==> src/core/rcd_pkg.sv <==
// rcd_pkg: register map, field positions, reset values and timing of the ranging command decoder
package rcd_pkg;
	// ==========================================================
	// register offsets
	localparam logic [7:0] CMD_OFS = 8'h10;
	localparam logic [7:0] PARAM9_OFS = 8'h06;
	localparam logic [7:0] PARAM0_OFS = 8'h0F;
	localparam logic [7:0] TAG_OFS = 8'h1E;
	localparam logic [7:0] INT_STATUS_OFS = 8'hE1;
	localparam logic [7:0] INT_ENAB_OFS = 8'hE2;
	localparam int PARAM_NUM = 10;
	// ==========================================================
	// command codes and reset values
	localparam logic [7:0] CMD_NONE = 8'h00;
	localparam logic [7:0] CMD_MEAS_CAL = 8'h02;
	localparam logic [7:0] CMD_MEAS = 8'h03;
	localparam logic [7:0] BYTE_RST = 8'h00;
	localparam logic BIT_RST = 1'b0;
	// ==========================================================
	// parameter byte indices and field positions
	localparam int MASK_IDX = 7;
	localparam int ALG_IDX = 6;
	localparam int SPREAD_IDX = 3;
	localparam int PERIOD_IDX = 2;
	localparam int ITER_LO_IDX = 1;
	localparam int ITER_HI_IDX = 0;
	localparam int FACTORY_BIT = 0;
	localparam int ALGSTATE_BIT = 1;
	localparam int HALF_BIT = 2;
	localparam int EARLY_BIT = 4;
	localparam int COMBINED_BIT = 5;
	localparam int SPREAD_BIT = 6;
	localparam int NOSTBY_BIT = 7;
	// ==========================================================
	// serial bus address (value arbitrary) and bit count per byte
	localparam logic [6:0] I2C_ADDR_DFLT = 7'h2A;
	localparam logic [3:0] BYTE_BITS = 4'h8;
	// ==========================================================
	// timing: one millisecond of the repetition period
	localparam int MS_NS = 1000000;
	localparam int CLK_NS = 5;
	localparam int CYC_PER_MS = MS_NS / CLK_NS;
	// ==========================================================
	// state types
	typedef enum logic [2:0] {
		S_IDLE = 3'b000, S_ADDR = 3'b001, S_AACK = 3'b010, S_WDAT = 3'b011,
		S_WACK = 3'b100, S_RDAT = 3'b101, S_RACK = 3'b110
	} rcd_bus_st_t;
	typedef enum logic [1:0] {
		M_IDLE = 2'b00, M_RUN = 2'b01, M_WAIT = 2'b10
	} rcd_meas_st_t;
endpackage

==> src/core/rcd_i2c_slave.sv <==
// rcd_i2c_slave: serial register port slave, byte writes and auto-increment reads
`timescale 1ns/10ps
module rcd_i2c_slave #(
	parameter logic [6:0] DEV_ADDR = rcd_pkg::I2C_ADDR_DFLT
) (
	input wire logic clk,
	input wire logic rst_n,
	input wire logic scl,
	input wire logic sda_in,
	output logic sda_oe,
	output logic wr_stb,
	output logic [7:0] wr_addr,
	output logic [7:0] wr_data,
	output logic [7:0] rd_addr,
	input wire logic [7:0] rd_data
);
	// ==========================================================
	// pin synchronisers and edge detection
	logic scl_s1_reg, scl_s2_reg, scl_d_reg, sda_s1_reg, sda_s2_reg, sda_d_reg;
	logic scl_rise, scl_fall, start_c, stop_c;
	assign scl_rise = scl_s2_reg & ~scl_d_reg;
	assign scl_fall = ~scl_s2_reg & scl_d_reg;
	assign start_c = scl_s2_reg & scl_d_reg & sda_d_reg & ~sda_s2_reg;
	assign stop_c = scl_s2_reg & scl_d_reg & ~sda_d_reg & sda_s2_reg;
	// ==========================================================
	// byte engine
	rcd_pkg::rcd_bus_st_t st_reg, st_next;
	logic [3:0] cnt_reg, cnt_next;
	logic [7:0] sh_reg, sh_next, tx_reg, tx_next, ptr_reg, ptr_next, wa_reg, wa_next, wd_reg, wd_next;
	logic rw_reg, rw_next, first_reg, first_next, nack_reg, nack_next, oe_reg, oe_next, stb_reg, stb_next;
	// next state; the slave only changes sda after a falling scl so data stays put while scl is high
	always_comb begin
		st_next = st_reg;
		cnt_next = cnt_reg;
		sh_next = sh_reg;
		tx_next = tx_reg;
		ptr_next = ptr_reg;
		wa_next = wa_reg;
		wd_next = wd_reg;
		rw_next = rw_reg;
		first_next = first_reg;
		nack_next = nack_reg;
		oe_next = oe_reg;
		stb_next = 1'b0;
		if (start_c) begin
			st_next = rcd_pkg::S_ADDR;
			cnt_next = 4'h0;
			oe_next = 1'b0;
		end else if (stop_c) begin
			st_next = rcd_pkg::S_IDLE;
			oe_next = 1'b0;
		end else if (scl_rise) begin
			if (st_reg == rcd_pkg::S_RACK) begin
				nack_next = sda_s2_reg;
			end else if (st_reg == rcd_pkg::S_ADDR || st_reg == rcd_pkg::S_WDAT || st_reg == rcd_pkg::S_RDAT) begin
				sh_next = {sh_reg[6:0], sda_s2_reg};
				cnt_next = cnt_reg + 4'h1;
			end
		end else if (scl_fall) begin
			case (st_reg)
				rcd_pkg::S_ADDR: begin
					if (cnt_reg == rcd_pkg::BYTE_BITS) begin
						if (sh_reg[7:1] == DEV_ADDR) begin
							st_next = rcd_pkg::S_AACK;
							oe_next = 1'b1;
							rw_next = sh_reg[0];
						end else begin
							st_next = rcd_pkg::S_IDLE;
						end
					end
				end
				rcd_pkg::S_AACK, rcd_pkg::S_RACK: begin
					cnt_next = 4'h0;
					if (st_reg == rcd_pkg::S_RACK && nack_reg) begin
						st_next = rcd_pkg::S_IDLE;
						oe_next = 1'b0;
					end else if (st_reg == rcd_pkg::S_RACK || rw_reg) begin
						st_next = rcd_pkg::S_RDAT;
						tx_next = rd_data;
						ptr_next = ptr_reg + 8'h01;
						oe_next = ~rd_data[7];
					end else begin
						st_next = rcd_pkg::S_WDAT;
						oe_next = 1'b0;
						first_next = 1'b1;
					end
				end
				rcd_pkg::S_WDAT: begin
					if (cnt_reg == rcd_pkg::BYTE_BITS) begin
						st_next = rcd_pkg::S_WACK;
						oe_next = 1'b1;
						if (first_reg) begin
							ptr_next = sh_reg;
						end else begin
							stb_next = 1'b1;
							wa_next = ptr_reg;
							wd_next = sh_reg;
						end
					end
				end
				rcd_pkg::S_WACK: begin
					st_next = rcd_pkg::S_WDAT;
					oe_next = 1'b0;
					cnt_next = 4'h0;
					first_next = 1'b0;
					if (!first_reg) begin
						ptr_next = ptr_reg + 8'h01;
					end
				end
				rcd_pkg::S_RDAT: begin
					if (cnt_reg == rcd_pkg::BYTE_BITS) begin
						st_next = rcd_pkg::S_RACK;
						oe_next = 1'b0;
					end else begin
						tx_next = {tx_reg[6:0], 1'b0};
						oe_next = ~tx_reg[6];
					end
				end
				default: begin
					st_next = rcd_pkg::S_IDLE;
				end
			endcase
		end
	end
	// registers, synchronous reset
	always_ff @(posedge clk) begin
		scl_s1_reg <= scl;
		scl_s2_reg <= scl_s1_reg;
		sda_s1_reg <= sda_in;
		sda_s2_reg <= sda_s1_reg;
		if (!rst_n) begin
			scl_d_reg <= 1'b1;
			sda_d_reg <= 1'b1;
			st_reg <= rcd_pkg::S_IDLE;
			cnt_reg <= 4'h0;
			sh_reg <= rcd_pkg::BYTE_RST;
			tx_reg <= rcd_pkg::BYTE_RST;
			ptr_reg <= rcd_pkg::BYTE_RST;
			wa_reg <= rcd_pkg::BYTE_RST;
			wd_reg <= rcd_pkg::BYTE_RST;
			rw_reg <= 1'b0;
			first_reg <= 1'b0;
			nack_reg <= 1'b0;
			oe_reg <= 1'b0;
			stb_reg <= 1'b0;
		end else begin
			scl_d_reg <= scl_s2_reg;
			sda_d_reg <= sda_s2_reg;
			st_reg <= st_next;
			cnt_reg <= cnt_next;
			sh_reg <= sh_next;
			tx_reg <= tx_next;
			ptr_reg <= ptr_next;
			wa_reg <= wa_next;
			wd_reg <= wd_next;
			rw_reg <= rw_next;
			first_reg <= first_next;
			nack_reg <= nack_next;
			oe_reg <= oe_next;
			stb_reg <= stb_next;
		end
	end
	assign sda_oe = oe_reg;
	assign wr_stb = stb_reg;
	assign wr_addr = wa_reg;
	assign wr_data = wd_reg;
	assign rd_addr = ptr_reg;
endmodule

==> src/core/rcd_top.sv <==
// rcd_top: ranging command decoder, command and parameter registers driving measurement control
`timescale 1ns/10ps
module rcd_top #(
	parameter int MS_CYCLES = rcd_pkg::CYC_PER_MS
) (
	input wire logic CORE_CLK,
	input wire logic RST_N,
	input wire logic SCL,
	input wire logic SDA_IN,
	output logic SDA_OUT,
	output logic SDA_OE,
	input wire logic MEAS_DONE,
	input wire logic GPIO_ABORT,
	output logic MEAS_START,
	output logic EMITTER_CLOCK_HALF,
	output logic ACTIVE_TIME_DOUBLE,
	output logic EARLY_ABORT_REPORT,
	output logic COMBINED_HIST,
	output logic NO_STANDBY,
	output logic SPREAD_SPECTRUM,
	output logic FACTORY_CAL_PRESENT,
	output logic ALG_STATE_PRESENT,
	output logic [15:0] ITERATIONS,
	output logic INT_N
);
	// ==========================================================
	// register port
	logic wr_stb, sda_oe_w;
	logic [7:0] wr_addr, wr_data, rd_addr;
	logic [7:0] cmd_reg, cmd_next, tag_reg, tag_next, alg_reg, alg_next, period_reg, period_next;
	logic [7:0] elapsed_reg, elapsed_next, spread_reg, spread_next;
	logic [1:0] mask_reg, mask_next;
	logic [15:0] iter_reg, iter_next;
	logic [31:0] ms_cnt_reg, ms_cnt_next;
	logic enab_reg, enab_next, flag_reg, flag_next, start_reg, start_next, int_n_reg, int_n_next;
	logic [7:0] prm_reg [rcd_pkg::PARAM_NUM];
	logic [7:0] prm_next [rcd_pkg::PARAM_NUM];
	rcd_pkg::rcd_meas_st_t st_reg, st_next;
	logic wr_cmd, start_req, stop_req, done_evt, period_met;

	rcd_i2c_slave i_rcd_i2c_slave (
		.clk(CORE_CLK),
		.rst_n(RST_N),
		.scl(SCL),
		.sda_in(SDA_IN),
		.sda_oe(sda_oe_w),
		.wr_stb(wr_stb),
		.wr_addr(wr_addr),
		.wr_data(wr_data),
		.rd_addr(rd_addr),
		.rd_data(read_reg(rd_addr))
	);

	// read decode; parameter bytes are write only and read back zero
	function automatic logic [7:0] read_reg(input logic [7:0] a);
		logic [7:0] v;
		v = rcd_pkg::BYTE_RST;
		case (a)
			rcd_pkg::CMD_OFS: v = cmd_reg;
			rcd_pkg::TAG_OFS: v = tag_reg;
			rcd_pkg::INT_STATUS_OFS: v = {7'h00, flag_reg};
			rcd_pkg::INT_ENAB_OFS: v = {7'h00, enab_reg};
			default: v = rcd_pkg::BYTE_RST;
		endcase
		return v;
	endfunction

	// ==========================================================
	// command decode
	assign wr_cmd = wr_stb && (wr_addr == rcd_pkg::CMD_OFS);
	assign start_req = wr_cmd && (wr_data == rcd_pkg::CMD_MEAS_CAL || wr_data == rcd_pkg::CMD_MEAS);
	assign stop_req = wr_cmd && (wr_data == rcd_pkg::CMD_NONE);
	assign period_met = (elapsed_reg >= period_reg);

	// next values of registers, sequencer, timer and result flag
	always_comb begin
		cmd_next = cmd_reg;
		enab_next = enab_reg;
		tag_next = tag_reg;
		alg_next = alg_reg;
		mask_next = mask_reg;
		period_next = period_reg;
		spread_next = spread_reg;
		iter_next = iter_reg;
		st_next = st_reg;
		start_next = 1'b0;
		done_evt = 1'b0;
		ms_cnt_next = ms_cnt_reg;
		elapsed_next = elapsed_reg;
		for (int i = 0; i < rcd_pkg::PARAM_NUM; i++) begin
			prm_next[i] = prm_reg[i];
			if (wr_stb && wr_addr == rcd_pkg::PARAM0_OFS - 8'(i)) begin
				prm_next[i] = wr_data;
			end
		end
		// elapsed milliseconds since the last start, saturating
		if (ms_cnt_reg == 32'(MS_CYCLES - 1)) begin
			ms_cnt_next = 32'h0;
			if (elapsed_reg != 8'hFF) begin
				elapsed_next = elapsed_reg + 8'h01;
			end
		end else begin
			ms_cnt_next = ms_cnt_reg + 32'h1;
		end
		case (st_reg)
			rcd_pkg::M_RUN: begin
				if (GPIO_ABORT && alg_reg[rcd_pkg::EARLY_BIT]) begin
					done_evt = 1'b1;
				end else if (MEAS_DONE) begin
					done_evt = 1'b1;
					if (period_reg == rcd_pkg::BYTE_RST) begin
						st_next = rcd_pkg::M_IDLE;
						cmd_next = rcd_pkg::CMD_NONE;
					end else if (period_met) begin
						start_next = 1'b1;
						ms_cnt_next = 32'h0;
						elapsed_next = rcd_pkg::BYTE_RST;
					end else begin
						st_next = rcd_pkg::M_WAIT;
					end
				end
			end
			rcd_pkg::M_WAIT: begin
				if (period_met) begin
					st_next = rcd_pkg::M_RUN;
					start_next = 1'b1;
					ms_cnt_next = 32'h0;
					elapsed_next = rcd_pkg::BYTE_RST;
				end
			end
			rcd_pkg::M_IDLE: begin
				st_next = rcd_pkg::M_IDLE;
			end
			default: begin
				st_next = rcd_pkg::M_IDLE;
			end
		endcase
		if (done_evt) begin
			tag_next = tag_reg + 8'h01;
		end
		// a host write to the command register beats the automatic clear
		if (wr_cmd) begin
			cmd_next = wr_data;
		end
		if (stop_req) begin
			st_next = rcd_pkg::M_IDLE;
			start_next = 1'b0;
		end
		// parameters are taken when the code lands, so they must already be written
		if (start_req) begin
			st_next = rcd_pkg::M_RUN;
			start_next = 1'b1;
			ms_cnt_next = 32'h0;
			elapsed_next = rcd_pkg::BYTE_RST;
			alg_next = prm_reg[rcd_pkg::ALG_IDX];
			spread_next = prm_reg[rcd_pkg::SPREAD_IDX];
			period_next = prm_reg[rcd_pkg::PERIOD_IDX];
			iter_next = {prm_reg[rcd_pkg::ITER_HI_IDX], prm_reg[rcd_pkg::ITER_LO_IDX]};
			mask_next = 2'h0;
			if (wr_data == rcd_pkg::CMD_MEAS_CAL) begin
				mask_next = prm_reg[rcd_pkg::MASK_IDX][1:0];
			end
		end
		if (wr_stb && wr_addr == rcd_pkg::INT_ENAB_OFS) begin
			enab_next = wr_data[0];
		end
		// write one clears; a result in the same cycle wins
		flag_next = flag_reg;
		if (wr_stb && wr_addr == rcd_pkg::INT_STATUS_OFS && wr_data[0]) begin
			flag_next = 1'b0;
		end
		if (done_evt) begin
			flag_next = 1'b1;
		end
		int_n_next = ~(flag_next & enab_next);
	end

	// registers, synchronous reset
	always_ff @(posedge CORE_CLK) begin
		if (!RST_N) begin
			cmd_reg <= rcd_pkg::BYTE_RST;
			enab_reg <= rcd_pkg::BIT_RST;
			flag_reg <= rcd_pkg::BIT_RST;
			tag_reg <= rcd_pkg::BYTE_RST;
			alg_reg <= rcd_pkg::BYTE_RST;
			mask_reg <= 2'h0;
			period_reg <= rcd_pkg::BYTE_RST;
			spread_reg <= rcd_pkg::BYTE_RST;
			iter_reg <= 16'h0000;
			st_reg <= rcd_pkg::M_IDLE;
			start_reg <= 1'b0;
			int_n_reg <= 1'b1;
			ms_cnt_reg <= 32'h0;
			elapsed_reg <= rcd_pkg::BYTE_RST;
			for (int i = 0; i < rcd_pkg::PARAM_NUM; i++) begin
				prm_reg[i] <= rcd_pkg::BYTE_RST;
			end
		end else begin
			cmd_reg <= cmd_next;
			enab_reg <= enab_next;
			flag_reg <= flag_next;
			tag_reg <= tag_next;
			alg_reg <= alg_next;
			mask_reg <= mask_next;
			period_reg <= period_next;
			spread_reg <= spread_next;
			iter_reg <= iter_next;
			st_reg <= st_next;
			start_reg <= start_next;
			int_n_reg <= int_n_next;
			ms_cnt_reg <= ms_cnt_next;
			elapsed_reg <= elapsed_next;
			for (int i = 0; i < rcd_pkg::PARAM_NUM; i++) begin
				prm_reg[i] <= prm_next[i];
			end
		end
	end

	// ==========================================================
	// outputs, all straight from flops except SDA_OUT, which is tied low
	assign SDA_OUT = 1'b0; // open drain: only the enable moves
	assign SDA_OE = sda_oe_w;
	assign MEAS_START = start_reg;
	assign EMITTER_CLOCK_HALF = alg_reg[rcd_pkg::HALF_BIT];
	assign ACTIVE_TIME_DOUBLE = alg_reg[rcd_pkg::HALF_BIT];
	assign EARLY_ABORT_REPORT = alg_reg[rcd_pkg::EARLY_BIT];
	assign COMBINED_HIST = alg_reg[rcd_pkg::COMBINED_BIT];
	assign NO_STANDBY = alg_reg[rcd_pkg::NOSTBY_BIT];
	assign SPREAD_SPECTRUM = spread_reg[rcd_pkg::SPREAD_BIT];
	assign FACTORY_CAL_PRESENT = mask_reg[rcd_pkg::FACTORY_BIT];
	assign ALG_STATE_PRESENT = mask_reg[rcd_pkg::ALGSTATE_BIT];
	assign ITERATIONS = iter_reg;
	assign INT_N = int_n_reg;
endmodule

==> config.mk <==
export PLATFORM = sky130hd
export DESIGN_NAME = rcd_top
export DESIGN_NICKNAME = d
export VERILOG_FILES = /design/src/core/rcd_pkg.sv /design/src/core/rcd_i2c_slave.sv /design/src/core/rcd_top.sv
export SDC_FILE = /design/constraint.sdc
export NUM_CORES = 1
export LEC_CHECK = 0
export ABC_AREA = 1
export BUFFER_PORTS_ARGS = -buffer_cell sky130_fd_sc_hd__buf_2
export CORE_MARGIN = 1
export CORE_UTILIZATION = 64
export CTS_BUF_LIST = sky130_fd_sc_hd__clkbuf_2
export CTS_CLUSTER_DIAMETER = 60
export DETAILED_ROUTE_END_ITERATION = 12
export PLACE_DENSITY = 0.82
export SLEW_MARGIN = 20
export SYNTH_ARGS = -nofsm -noshare
export SYNTH_HDL_FRONTEND = slang
export SYNTH_SLANG_ARGS = --single-unit
export TNS_END_PERCENT = 30
==> constraint.sdc <==
create_clock -name CORE_CLK -period 2 [get_ports CORE_CLK]
set_input_delay 0.4 -clock CORE_CLK [delete_from_list [all_inputs] [get_ports CORE_CLK]]
set_output_delay 0.4 -clock CORE_CLK [all_outputs]
set_load 0.03 [all_outputs]
Word level (Yosys, flattened, before mapping)
Memory sizes are Yosys's and may differ from the RTL's.
Cells that the tools add are included.
W data, S select, Z words.

cells by class
  reductions and logical operators = 59
  multiplexer cells = 100
  $add $sub $neg = 5
  eq/ne operators = 60
  bitwise gates (word level) = 34
  $lt $le $gt $ge = 1

operators by type and width
  kind                     count
  $mux W8                  36
  $mux W32                 5
  $eq A8 B4 Y1 const B     8
  $pmux W32 S2             1
  $add A32 B1 Y32 const B  1
  $eq A32 B18 Y1 const B   1
  $eq A8 B8 Y1 const B     4
  $pmux W8 S4              1
  $mux W1                  29
  $ne A2 B2 Y1 const B     14
  $add A8 B1 Y8 const B    3
  $eq A8 B5 Y1 const B     3
  $pmux W8 S3              1
  $mux W7                  3
  $reduce_and A7 Y1        3
  $mux W4                  5
  $reduce_and A5 Y1        4
  $logic_and A1 B1 Y1      18
  $eq A8 B2 Y1 const B     2
  $eq A8 B3 Y1 const B     2
  $logic_not A8 Y1         2
  $not A1 Y1               16
  $pmux W8 S2              1
  $reduce_and A4 Y1        4
  36 further kinds         92

storage, ports and cells
  bits in writable memories = 80
  input bits = 6
  memories kept = 1
  output and inout port bits = 28
  word-level logic and storage cells = 294
  bits in registers = 160

memory list
  name     depth  width  read ports  clocked after memory_dff  write ports  RTL line       source
  prm_reg  10     8      6           0                         10           rcd_top.sv:36  logic [7:0] prm_reg [rcd_pkg::PARAM_NUM];

Longest topological paths before layout
Gate-level depths: netlist of run 1.

  depth in word-level cells = 9
  mapped depth = 16
  depth with buffers taken out = 16

Modules after synthesis
From an unflattened synthesis of run 1, not the netlist that was laid out.

second synthesis, totals
  cell total of the unflattened synthesis = 1128
  area total of the unflattened synthesis = 8515.7 µm²

modules (own cells, without submodules)
  module         seq. area each (µm²)  area each (µm²)  instances  cells each
  rcd_top        2792.7                5860.6           1          733
  rcd_i2c_slave  1141.1                2655.0           1          395

Least setup slack after synthesis of run 1
No wires, ideal clock.

  path kind = reg-to-reg
  start point = register i_rcd_i2c_slave.wa_reg[6] (netlist: i_rcd_i2c_slave.wr_addr[6])
  end point = memory prm_reg[0][0] (enable)
  slack = 220 ps
  data required time = 1613 ps
  cell stages (with the launch flop) = 6
  arrival time = 1393 ps
  setup time = 387 ps
  buffers on the path = 0
  clock period less this slack = 1780 ps
  cell sequence = dfxtp_1 > inv_1 > nand3_1 > nor2_1 > nand4_1 > o31ai_1

RTL lines
  element                 RTL line              source
  from (decl)             rcd_i2c_slave.sv:29   logic [7:0] sh_reg, sh_next, tx_reg, tx_next, ptr_reg, ptr_next, wa_reg, wa_next, wd_reg, wd_next;
  from (signal assigned)  rcd_i2c_slave.sv:139  wa_reg <= rcd_pkg::BYTE_RST;
  from (signal assigned)  rcd_i2c_slave.sv:154  wa_reg <= wa_next;
  to (decl)               rcd_top.sv:36

Worst setup path after layout of run 1
  start point = register i_rcd_i2c_slave.wa_reg[2] (netlist: i_rcd_i2c_slave.wr_addr[2])
  end point = register iter_reg[10] (netlist: ITERATIONS[10]), read port of prm_reg

between the ends
  word-level cells in the longest chain between the ends = 3

ends and longest elaborated chain
  element              RTL line       source
  $eq A8 B5 Y1         rcd_top.sv:70  assign wr_cmd = wr_stb && (wr_addr == rcd_pkg::CMD_OFS);
  $logic_and A1 B1 Y1  rcd_top.sv:70
  $logic_and A1 B1 Y1  rcd_top.sv:71  assign start_req = wr_cmd && (wr_data == rcd_pkg::CMD_MEAS_CAL || wr_data == rcd_pkg::CMD_MEAS);
  to (decl)            rcd_top.sv:33  logic [15:0] iter_reg, iter_next;

No other way between the ends.
A chain may end at the register's enable or synchronous reset.

==> impl_metrics.json, run 1 <==
{
  "crit_type": "flip-flop to flip-flop",
  "pwr-share-comb": 0.028,
  "numCtsBuffers": 17,
  "synth_area_leader_cell": "dfxtp_1",
  "finalWeightedCongestion": 0.950,
  "clock_path_buffers": 2,
  "period_needed_ns": 1.86,
  "drtPass1Iterations": 7,
  "yosys.cell_count.top_type": "nand2_1",
  "met2_length_microns": 8980,
  "stdcell_area_sq_um": 9310,
  "p_sw_frac": 0.225,
  "syn_nets": 1094,
  "cts.sinks": 181,
  "antenna_found_initial": 0,
  "hold_viol_final": 0,
  "cp_data_required_time_ns": 2.68,
  "initial_core_util": 0.661,
  "setup_violations": 0,
  "clk_pin_slew_ns": 0.25,
  "powerDensity_nw_per_um2": 656,
  "drc": 0,
  "fmax_mhz": 537,
  "status": "complete, no violations",
  "synth_ff_type": "dfxtp_1",
  "yosys-top-cells-area": "dfxtp_1 (36%), edfxtp_1 (11%), nand2_1 (9.9%), nor2_1 (5.7%), a21oi_1 (5.2%)",
  "dr_wl_met3_microns": 768,
  "clkLatencyLatePin_ns": 0.75,
  "endpoint_kind": "flip-flop",
  "drive_above_1_share": 0.152,
  "p_clk_frac": 0.355,
  "yosysSeqAreaShare": 0.470,
  "num_vias": 7261,
  "ant_nets": 0,
  "multiInputGateArea_sq_um": 3900,
  "maxCapViolCount": 0,
  "worstSetupEndpoint": "ITERATIONS[10]",
  "post-dp-hpwl_microns": 13300,
  "wl_microns": 18600,
  "synthTopCellsByCount": "nand2_1 (220), dfxtp_1 (150), nor2_1 (127)",
  "critPathLaunchType": "flip-flop",
  "dieArea_sq_um": 13600,
  "largest_reg_flops": 32,
  "drt_iter0_markers": 538,
  "m1WireLength_microns": 8500,
  "syn_area_sq_um": 8380,
  "r2r-end": "ITERATIONS[10]",
  "grt_pass1_wl_microns": 29900,
  "placed_area_sq_um": 8830,
  "ios": 34,
  "wire_per_inst_microns": 14.1,
  "synth_warnings": 0,
  "highest_layer": "met4",
  "switchingPower_mw": 1.37,
  "p_seq_frac": 0.616,
  "synth_top_area_frac": 0.358,
  "nNetsFinal": 1158,
  "syn_avg_cell_area_sq_um": 7.84,
  "ys_seq_elements": 181,
  "leakagePower_nw": 3.68,
  "n_fill_cell": 989,
  "crit-reg2reg-launch": "i_rcd_i2c_slave.wr_addr[2]",
  "die_h_microns": 116,
  "worstSetupStartpoint": "i_rcd_i2c_slave.wr_addr[2]",
  "finalPower_mw": 6.10,
  "fin_worst_skew_ns": 0.0263,
  "viasPerCell": 5.51,
  "synth_cells": 1069,
  "arrival_ns": 2.54,
  "ff_latch_area_sq_um": 3940,
  "htreeDepth": 4,
  "tightest_slew_ns": 0.746,
  "dieWidth_microns": 116,
  "cts_root_buf": "clkbuf_2",
  "grt_usage": 0.285,
  "hold_path_class": "primary input to flip-flop",
  "rows": 41,
  "period_share": 0.930,
  "area_growth_pct": 11.1,
  "core-area_sq_um": 12700,
  "cts_tree": "built",
  "synth-edff-count": 31,
  "grt_max_degree": 32,
  "maxSlewHeadroom": 0.499,
  "reg2regPathDepth": 7,
  "grt_pass1_vias": 6540,
  "r2r_setup_slack_ns": 0.14,
  "overflow": 0,
  "synth-async-reset-ratio": 0,
  "cp_max_fo": 22,
  "finalMaxSlewViolations": 0,
  "yosysUniqueCellTypes": 52,
  "ir_drop_mv": 0.668,
  "p_int_mw": 4.73,
  "numPortBuffers": 32,
  "diodes": 0
}
==> cell usage in the layout (no fill, tap or decap), drive strengths merged <==
cell / netlist / final
dlygate4sd3: 0 / 3
o22ai: 3 / 3
a21oi: 91 / 91
ha: 19 / 19
nor3: 37 / 37
o32ai: 2 / 2
a21o: 1 / 1
o21ai: 79 / 79
dfxtp: 150 / 150
a31oi: 1 / 1
bufinv: 0 / 5
edfxtp: 31 / 31
conb: 1 / 1
a22oi: 6 / 6
clkbuf: 10 / 17
o41ai: 2 / 2
xor2: 22 / 22
a2111oi: 1 / 1
inv: 129 / 130
nand3: 48 / 51
nor2: 139 / 139
nand2: 229 / 229
clkinvlp: 0 / 2
nand3b: 2 / 2
nor4: 9 / 9
xnor2: 7 / 7
a211oi: 1 / 1
clkinv: 0 / 7
and3: 2 / 2
nand4: 17 / 17
buf: 18 / 67
and2: 1 / 1
or2: 1 / 1
o31ai: 5 / 5
o211ai: 4 / 4
a21boi: 1 / 1
==> per-layer routing <==
layer  GRT usage  vias up
met5           0        -
met4       0.105        0
met3      0.0586       43
met2       0.478      199
met1       0.364     3376
li1            -     3643
==> metrics by stage <==
stage          utilization  setup TNS (ns)  worst slack [ns]  std cells  hold WS, ns
2_1_floorplan            -               0             0.220       1069        0.310
3_3_place_gp         0.697               0            0.0170       1279        0.311
3_5_place_dp         0.697           -2.70           -0.0908       1279        0.315
4_1_cts              0.726          -0.160           -0.0228       1316       0.0394
5_1_grt              0.735        -0.00907          -0.00907       1318       0.0563
6_report             0.735               0             0.139       1318       0.0960
==> timing repair <==
action / CTS / global route
endpoints found under the setup margin: 40 / 41
buffers inserted: 0 / 1
gates resized for setup: 6 / 22
gates cloned: 2 / 1
pin swaps: 1 / 7
endpoints found under the hold margin: 9 / 0
hold buffers: 3 / 0
==> cell families (layout without fill, tap and decap cells) <==
family / after synthesis / in the layout / share of synthesized area
AOI/OAI and AO/OA: 197 / 197 / 0.130
xor gates and xnor gates: 29 / 29 / 0.0303
adders and majority gates: 19 / 19 / 0.0284
buffers and inverters: 157 / 231 / 0.0812
DFF: 181 / 181 / 0.470
other: 1 / 1 / 0.000448
and+or+nand+nor: 485 / 488 / 0.260
==> critical path, cell delays in order, from the launching register on <==
cell and delay [ns]:
dfxtp_1 0.39, or2_4 0.28, nor3_4 0.24, nand2_4 0.15
nor2_4 0.17, buf_4 0.28, nand2_1 0.09, a21oi_1 0.18
==> power groups by stage <==
stage               Sequential [mW]  Clock, mW  Combinational (mW)
global route                   3.77       2.33               0.188
floorplan                      3.83          0               0.116
detailed placement             3.83          0               0.155
finish                         3.76       2.17               0.173
global placement               3.83          0               0.154
CTS                            3.76       2.19               0.166
==> final cells by class <==
type | instances | share of cell area
well taps | 172 | 0.0231
inverters | 129 | 0.0531
flip-flops and latches | 181 | 0.423
repair buffers | 70 | 0.0500
clock buffers | 17 | 0.00914
multi-input cells | 734 | 0.419
clock inverters | 15 | 0.0226
==> worst min-delay path by stage <==
stage | from | to | slack (ns) | cells after the start
finish | GPIO_ABORT | tag_reg[2] | 0.1 | 5
global route | GPIO_ABORT | tag_reg[2] | 0.06 | 5
CTS | GPIO_ABORT | tag_reg[2] | 0.04 | 5
detailed placement | i_rcd_i2c_slave.scl_s1_reg | i_rcd_i2c_slave.scl_s2_reg | 0.31 | 0
global placement | i_rcd_i2c_slave.scl_s1_reg | i_rcd_i2c_slave.scl_s2_reg | 0.31 | 0
floorplan | i_rcd_i2c_slave.scl_s1_reg | i_rcd_i2c_slave.scl_s2_reg | 0.31 | 0
Note: power is estimated with default switching activity, not from simulation.
==> inputs of run 2 (changes only) <==
- BUFFER_PORTS_ARGS: -buffer_cell sky130_fd_sc_hd__buf_2 -> -buffer_cell sky130_fd_sc_hd__buf_4
==> run 2 against run 1 <==
Effect of this change:
- wire length fell by 0.20%
- clock skew grew 0.022 ns
- sequential power hardly changed
- worst setup slack lost 0.011 ns
- clock power decreased by 19%
- first-iteration DRC count grew 13%
- die area is the same
- maximum frequency is 0.58% lower
- non-clock buffer count is 4 lower
- highest routed layer unchanged
- global-route usage up 0.29 points
- sequential cell count unchanged
==> impl_metrics.json, run 2 (same netlist as run 1, synthesis figures left out) <==
{
  "status": "complete, no violations",
  "pre_cts_ws_ns": -0.0101,
  "viasPerCell": 5.54,
  "fmax_mhz": 534,
  "cts_tree": "built",
  "dpl.cell_count": 1273,
  "placed_area_sq_um": 8880,
  "drive_above_1_share": 0.158,
  "grt_pass1_wl_microns": 30200,
  "endpoint_kind": "flip-flop",
  "leakagePower_nw": 3.63,
  "grt_max_degree": 58,
  "dieWidth_microns": 116,
  "dieArea_sq_um": 13600,
  "diodes": 0,
  "grt_pass1_vias": 6480,
  "htreeDepth": 4,
  "cpPeakStageDelay_ns": 0.46,
  "finalPower_mw": 5.71,
  "final_cell_mix": "nand2_1 (214), dfxtp_1 (142), nor2_1 (119)",
  "stdcell_count": 1314,
  "wire_per_inst_microns": 14.1,
  "cp_max_fo": 8,
  "clkLatencyLatePin_ns": 0.79,
  "period_needed_ns": 1.87,
  "maxCapViolCount": 0,
  "rows": 41,
  "overflow": 0,
  "nNetsFinal": 1154,
  "hold_path_class": "primary input to flip-flop",
  "wl_microns": 18600,
  "period_share": 0.936,
  "initial_core_util": 0.661,
  "final_common_cell": "nand2_1",
  "die_h_microns": 116,
  "hold_viol_final": 0,
  "numCtsBuffers": 17,
  "num_vias": 7281,
  "critPathLaunchType": "flip-flop",
  "powerDensity_nw_per_um2": 610,
  "post-dp-hpwl_microns": 13200,
  "ir_drop_mv": 0.500,
  "drt_iter0_markers": 609,
  "drc": 0,
  "area_growth_pct": 11.7,
  "drtPass1Iterations": 5,
  "fin_worst_skew_ns": 0.0478,
  "cpMaxStageDelayCell": "dfxtp_1",
  "cts_root_buf": "clkbuf_2",
  "tightest_slew_ns": 0.699,
  "final_util": 0.738,
  "ios": 34,
  "setup_violations": 0,
  "ant_nets": 0,
  "cts.sinks": 181,
  "crit_type": "flip-flop to flip-flop",
  "cp_data_required_time_ns": 2.74,
  "clk_pin_slew_ns": 0.28,
  "tns_ns": 0,
  "cp_cell_sequence": "ha_1, a21o_1, nor2_4, nand3_1, nand3_4, nand3_4, nor2_1",
  "core-area_sq_um": 12700,
  "crit_top_cell": "nand3_4",
  "grt_usage": 0.288,
  "antenna_found_initial": 0,
  "cp_top_family": "simple AND/OR/NAND/NOR gates",
  "maxSlewHeadroom": 0.531,
  "numPortBuffers": 32,
  "finalMaxSlewViolations": 0,
  "arrival_ns": 2.61,
  "clock_path_buffers": 2,
  "holdWs_ns": 0.0523,
  "largest_reg_flops": 32,
  "finalWeightedCongestion": 0.986,
  "worst_slack_ns": 0.129,
  "cp.buffers_inverters": 0,
  "stdcell_area_sq_um": 9360
}
[run 2: cell count changes in the layout (fill, tap and decap cells not counted), sizes merged]
cell | before | now
inv | 130 | 139
bufinv | 5 | 0
clkinv | 7 | 2
buf | 67 | 63
clkinvlp | 2 | 3
[run 2: final cells by class]
cell class	instances	area (sq um)
tap	172	215
multi-input combinational	734	3950
fill	995	3310
clock inverter	15	133
sequential	181	3940
inverter	129	494
timing repair buffer	66	541
clock buffer	17	85.1
[run 2: worst paths after layout]
kind / cells after the start / to / startpoint / slack [ns]
worst max-delay path: 7 / ms_cnt_reg[18] / elapsed_reg[7] / 0.13
worst min-delay path: 5 / tag_reg[2] / GPIO_ABORT / 0.05
worst max register to register: 7 / ms_cnt_reg[18] / elapsed_reg[7] / 0.13
worst min register to register: 0 / i_rcd_i2c_slave.scl_s2_reg / i_rcd_i2c_slave.scl_s1_reg / 0.35
[run 2: power breakdown]
part | internal (mW) | total [mW] | switching [mW]
registers | 3.75 | 3.77 | 0.0174
logic | 0.0579 | 0.177 | 0.119
clock network | 0.382 | 1.76 | 1.38
total | 4.19 | 5.71 | 1.52
[run 2: per-layer routing]
layer,global-route usage,wire length [microns],up-vias
met5,0,0,-
met4,0.0932,383,0
met3,0.0695,1040,45
met2,0.464,8890,251
met1,0.382,8270,3335
li1,-,-,3650
[run 2: worst register-to-register path: stages, from the launching register on]
cell and delay [ns]:
dfxtp_1 0.46, ha_1 0.29, a21o_1 0.22, nor2_4 0.11, nand3_1 0.17, nand3_4 0.23
nand3_4 0.20, nor2_1 0.15
[run 2: timing repair]
action                                  in CTS  in global routing
endpoints found under the setup margin      39                 47
hold buffers                                 3                  0
gates cloned                                 1                  2
pin swaps                                    1                 12
setup buffers                                0                  3
gates resized for setup                      4                 36
endpoints found under the hold margin        8                  0
==> inputs of run 3 (changes only) <==
- ABC_AREA: 1 -> unset
==> run 3 against run 2 <==
Effect of this change:
- the flow now finishes with violations (setup timing)
- wire length grew 33%
- total power is 6.0% higher
- clock skew increased by 0.0045 ns
- cell area rose by 8.1%
- worst hold slack improved by 0.044 ns
- count of clock-buffer cells in the layout is 2 higher
- utilization up 9.3 points
- register-to-register slack worse by 0.57 ns
- critical path depth unchanged
- die area down 3.1%
- sequential power hardly changed
- global-route usage grew 4.2 points
==> impl_metrics.json, run 3 <==
{
  "r2r-end": "st_reg[1]",
  "yosys.cell_count.top_type": "dfxtp_1",
  "crit_type": "flip-flop to flip-flop",
  "maxCapViolCount": 0,
  "holdPathEnd": "tag_reg[1]",
  "clock_path_buffers": 2,
  "num_vias": 7302,
  "hold_viol_final": 0,
  "htreeDepth": 4,
  "cts_tree": "built",
  "holdWs_ns": 0.0958,
  "post-dp-hpwl_microns": 13300,
  "viasPerCell": 6.28,
  "powerDensity_nw_per_um2": 598,
  "initial_core_util": 0.667,
  "leakagePower_nw": 3.72,
  "clk_pin_slew_ns": 0.27,
  "cp_max_fo": 3,
  "n_fill_cell": 666,
  "synth_cells": 868,
  "clkLatencyLatePin_ns": 0.85,
  "synth_top_area_frac": 0.370,
  "m1WireLength_microns": 8980,
  "fmax_mhz": 410,
  "status": "finished with violations",
  "synth-async-reset-ratio": 0,
  "grt_usage": 0.330,
  "highest_layer": "met5",
  "yosysSeqAreaShare": 0.485,
  "drt_iter0_markers": 792,
  "ys_seq_elements": 181,
  "worst_slack_ns": -0.438,
  "failed_checks": "setup timing",
  "die_h_microns": 115,
  "nNetsFinal": 1007,
  "reg2regPathDepth": 7,
  "numCtsBuffers": 17,
  "final_util": 0.831,
  "syn_nets": 893,
  "overflow": 0,
  "drtPass1Iterations": 8,
  "dieArea_sq_um": 13100,
  "cts.sinks": 181,
  "core-area_sq_um": 12200,
  "final_cell_mix": "dfxtp_1 (132), buf_4 (125), nand2_1 (115)",
  "syn_area_sq_um": 8120,
  "dieWidth_microns": 115,
  "wire_per_inst_microns": 21.2,
  "crit-reg2reg-launch": "period_reg[3]",
  "grt_pass1_wl_microns": 33400,
  "maxSlewHeadroom": 0.607,
  "synth_warnings": 0,
  "finalWeightedCongestion": 0.940,
  "yosys-top-cells-area": "dfxtp_1 (37%), edfxtp_1 (11%), nand2_1 (5.4%), a21boi_1 (3.0%), ha_1 (2.9%)",
  "setup_violations": 49,
  "dr_wl_met3_microns": 2060,
  "grt_max_degree": 33,
  "tightest_slew_ns": 0.589,
  "diodes": 0,
  "largest_reg_flops": 32,
  "ir_drop_mv": 0.443,
  "period_share": 1.22,
  "endpoint_kind": "flip-flop",
  "syn_avg_cell_area_sq_um": 9.35,
  "met2_length_microns": 12200,
  "synth-edff-count": 31,
  "hold_depth": 4,
  "ant_nets": 0,
  "final_common_cell": "dfxtp_1",
  "worstSetupStartpoint": "period_reg[3]",
  "area_growth_pct": 24.6,
  "hold_path_class": "primary input to flip-flop",
  "cts_root_buf": "clkbuf_2",
  "yosysUniqueCellTypes": 67,
  "wl_microns": 24600,
  "antenna_found_initial": 0,
  "period_needed_ns": 2.44,
  "arrival_ns": 3.22,
  "synth_ff_type": "dfxtp_1",
  "drc": 0,
  "synth_area_leader_cell": "dfxtp_1",
  "rsz0062_at_grt": "true",
  "worstHoldStart": "MEAS_DONE",
  "synthTopCellsByCount": "dfxtp_1 (150), nand2_1 (116), nor3_1 (45)",
  "fin_worst_skew_ns": 0.0523,
  "drive_above_1_share": 0.272,
  "r2r_setup_slack_ns": -0.44,
  "cp_data_required_time_ns": 2.78,
  "finalMaxSlewViolations": 0,
  "grt_pass1_vias": 6955,
  "critPathLaunchType": "flip-flop",
  "numPortBuffers": 32,
  "rows": 40,
  "ios": 34
}
## run 3: cell count changes after synthesis, moves of 16 or more
cell      before  now
nand3_1       45   23
inv_1        114   20
clkbuf_1       9   32
nor2_1       127   44
a21boi_1       0   32
mux2i_1        0   23
nor2b_1        0   36
and3_1         2   18
o21ai_0       66   30
nand2_1      220  116
and2_1         1   32
a21oi_1       87   25
## run 3: worst max-delay path, stage by stage, from the launching register on
cell and delay [ns]:
dfxtp_2 0.39, buf_4 0.15, nor4_4 0.47, nand2_2 0.17, and2_1 0.22, a31o_1 0.25
or4_1 0.48, a211oi_2 0.24
## run 3: cell families (layout without fill, tap and decap cells)
kind of cell,after synthesis,after routing,share of synthesized area
muxes,23,23,0.0284
AOI/OAI and AO/OA,152,152,0.127
and+or+nand+nor,382,382,0.249
buffers and inverters,66,193,0.0336
other,1,1,0.000462
adders and majority gates,19,19,0.0293
xor gates and xnor gates,44,44,0.0475
DFF,181,181,0.485
## run 3: layout make-up
class                      instances  area (sq um)  area share
multi-input combinational        621          4450       0.440
inverter                          20          75.1     0.00742
clock buffer                      19          95.1     0.00940
timing repair buffer             141          1180       0.117
sequential                       181          3960       0.392
clock inverter                    13           139      0.0137
tap                              168           210      0.0208
## run 3: what timing repair did
| action | in CTS | in global routing |
|---|---|---|
| endpoints found under the hold margin | 14 | 0 |
| pin swaps | 27 | 15 |
| gates cloned | 2 | 2 |
| hold buffers | 3 | 0 |
| gates resized for setup | 61 | 60 |
| setup endpoints to repair | 51 | 92 |
| buffers inserted | 6 | 2 |
## run 3: metal layers
| metal | GRT usage | vias up |
|---|---|---|
| li1 | - | 3276 |
| met1 | 0.372 | 3466 |
| met2 | 0.596 | 416 |
| met3 | 0.0662 | 142 |
| met4 | 0.158 | 2 |
| met5 | 0 | - |
## run 3: worst max-delay path by stage
stage	endpoint	slack [ns]
final	st_reg[1]	-0.44
after global routing	st_reg[1]	-0.49
after detailed placement	st_reg[1]	-0.22
after floorplan	st_reg[1]	-0.06
after global placement	st_reg[1]	-0.07
after CTS	st_reg[1]	-0.11
## run 3: power by group
group	internal, mW	total (mW)	leakage, nW	switching, mW
combinational	0.139	0.308	2.04	0.170
sequential	3.75	3.78	1.54	0.0328
clock	0.679	1.95	0.141	1.28
## run 3: per-stage QoR
step                cells  worst slack (ns)  TNS (ns)  instance area [sq um]  power (mW)
finish               1163            -0.438    -10.90                  10100        6.05
global route         1163            -0.492    -12.25                  10100        6.21
CTS                  1159            -0.109     -2.14                   9810        5.96
detailed placement   1116            -0.223     -4.90                   9160        4.10
global placement     1116           -0.0743    -0.462                   9160        4.09
floorplan             868           -0.0610    -0.141                   8150        4.01
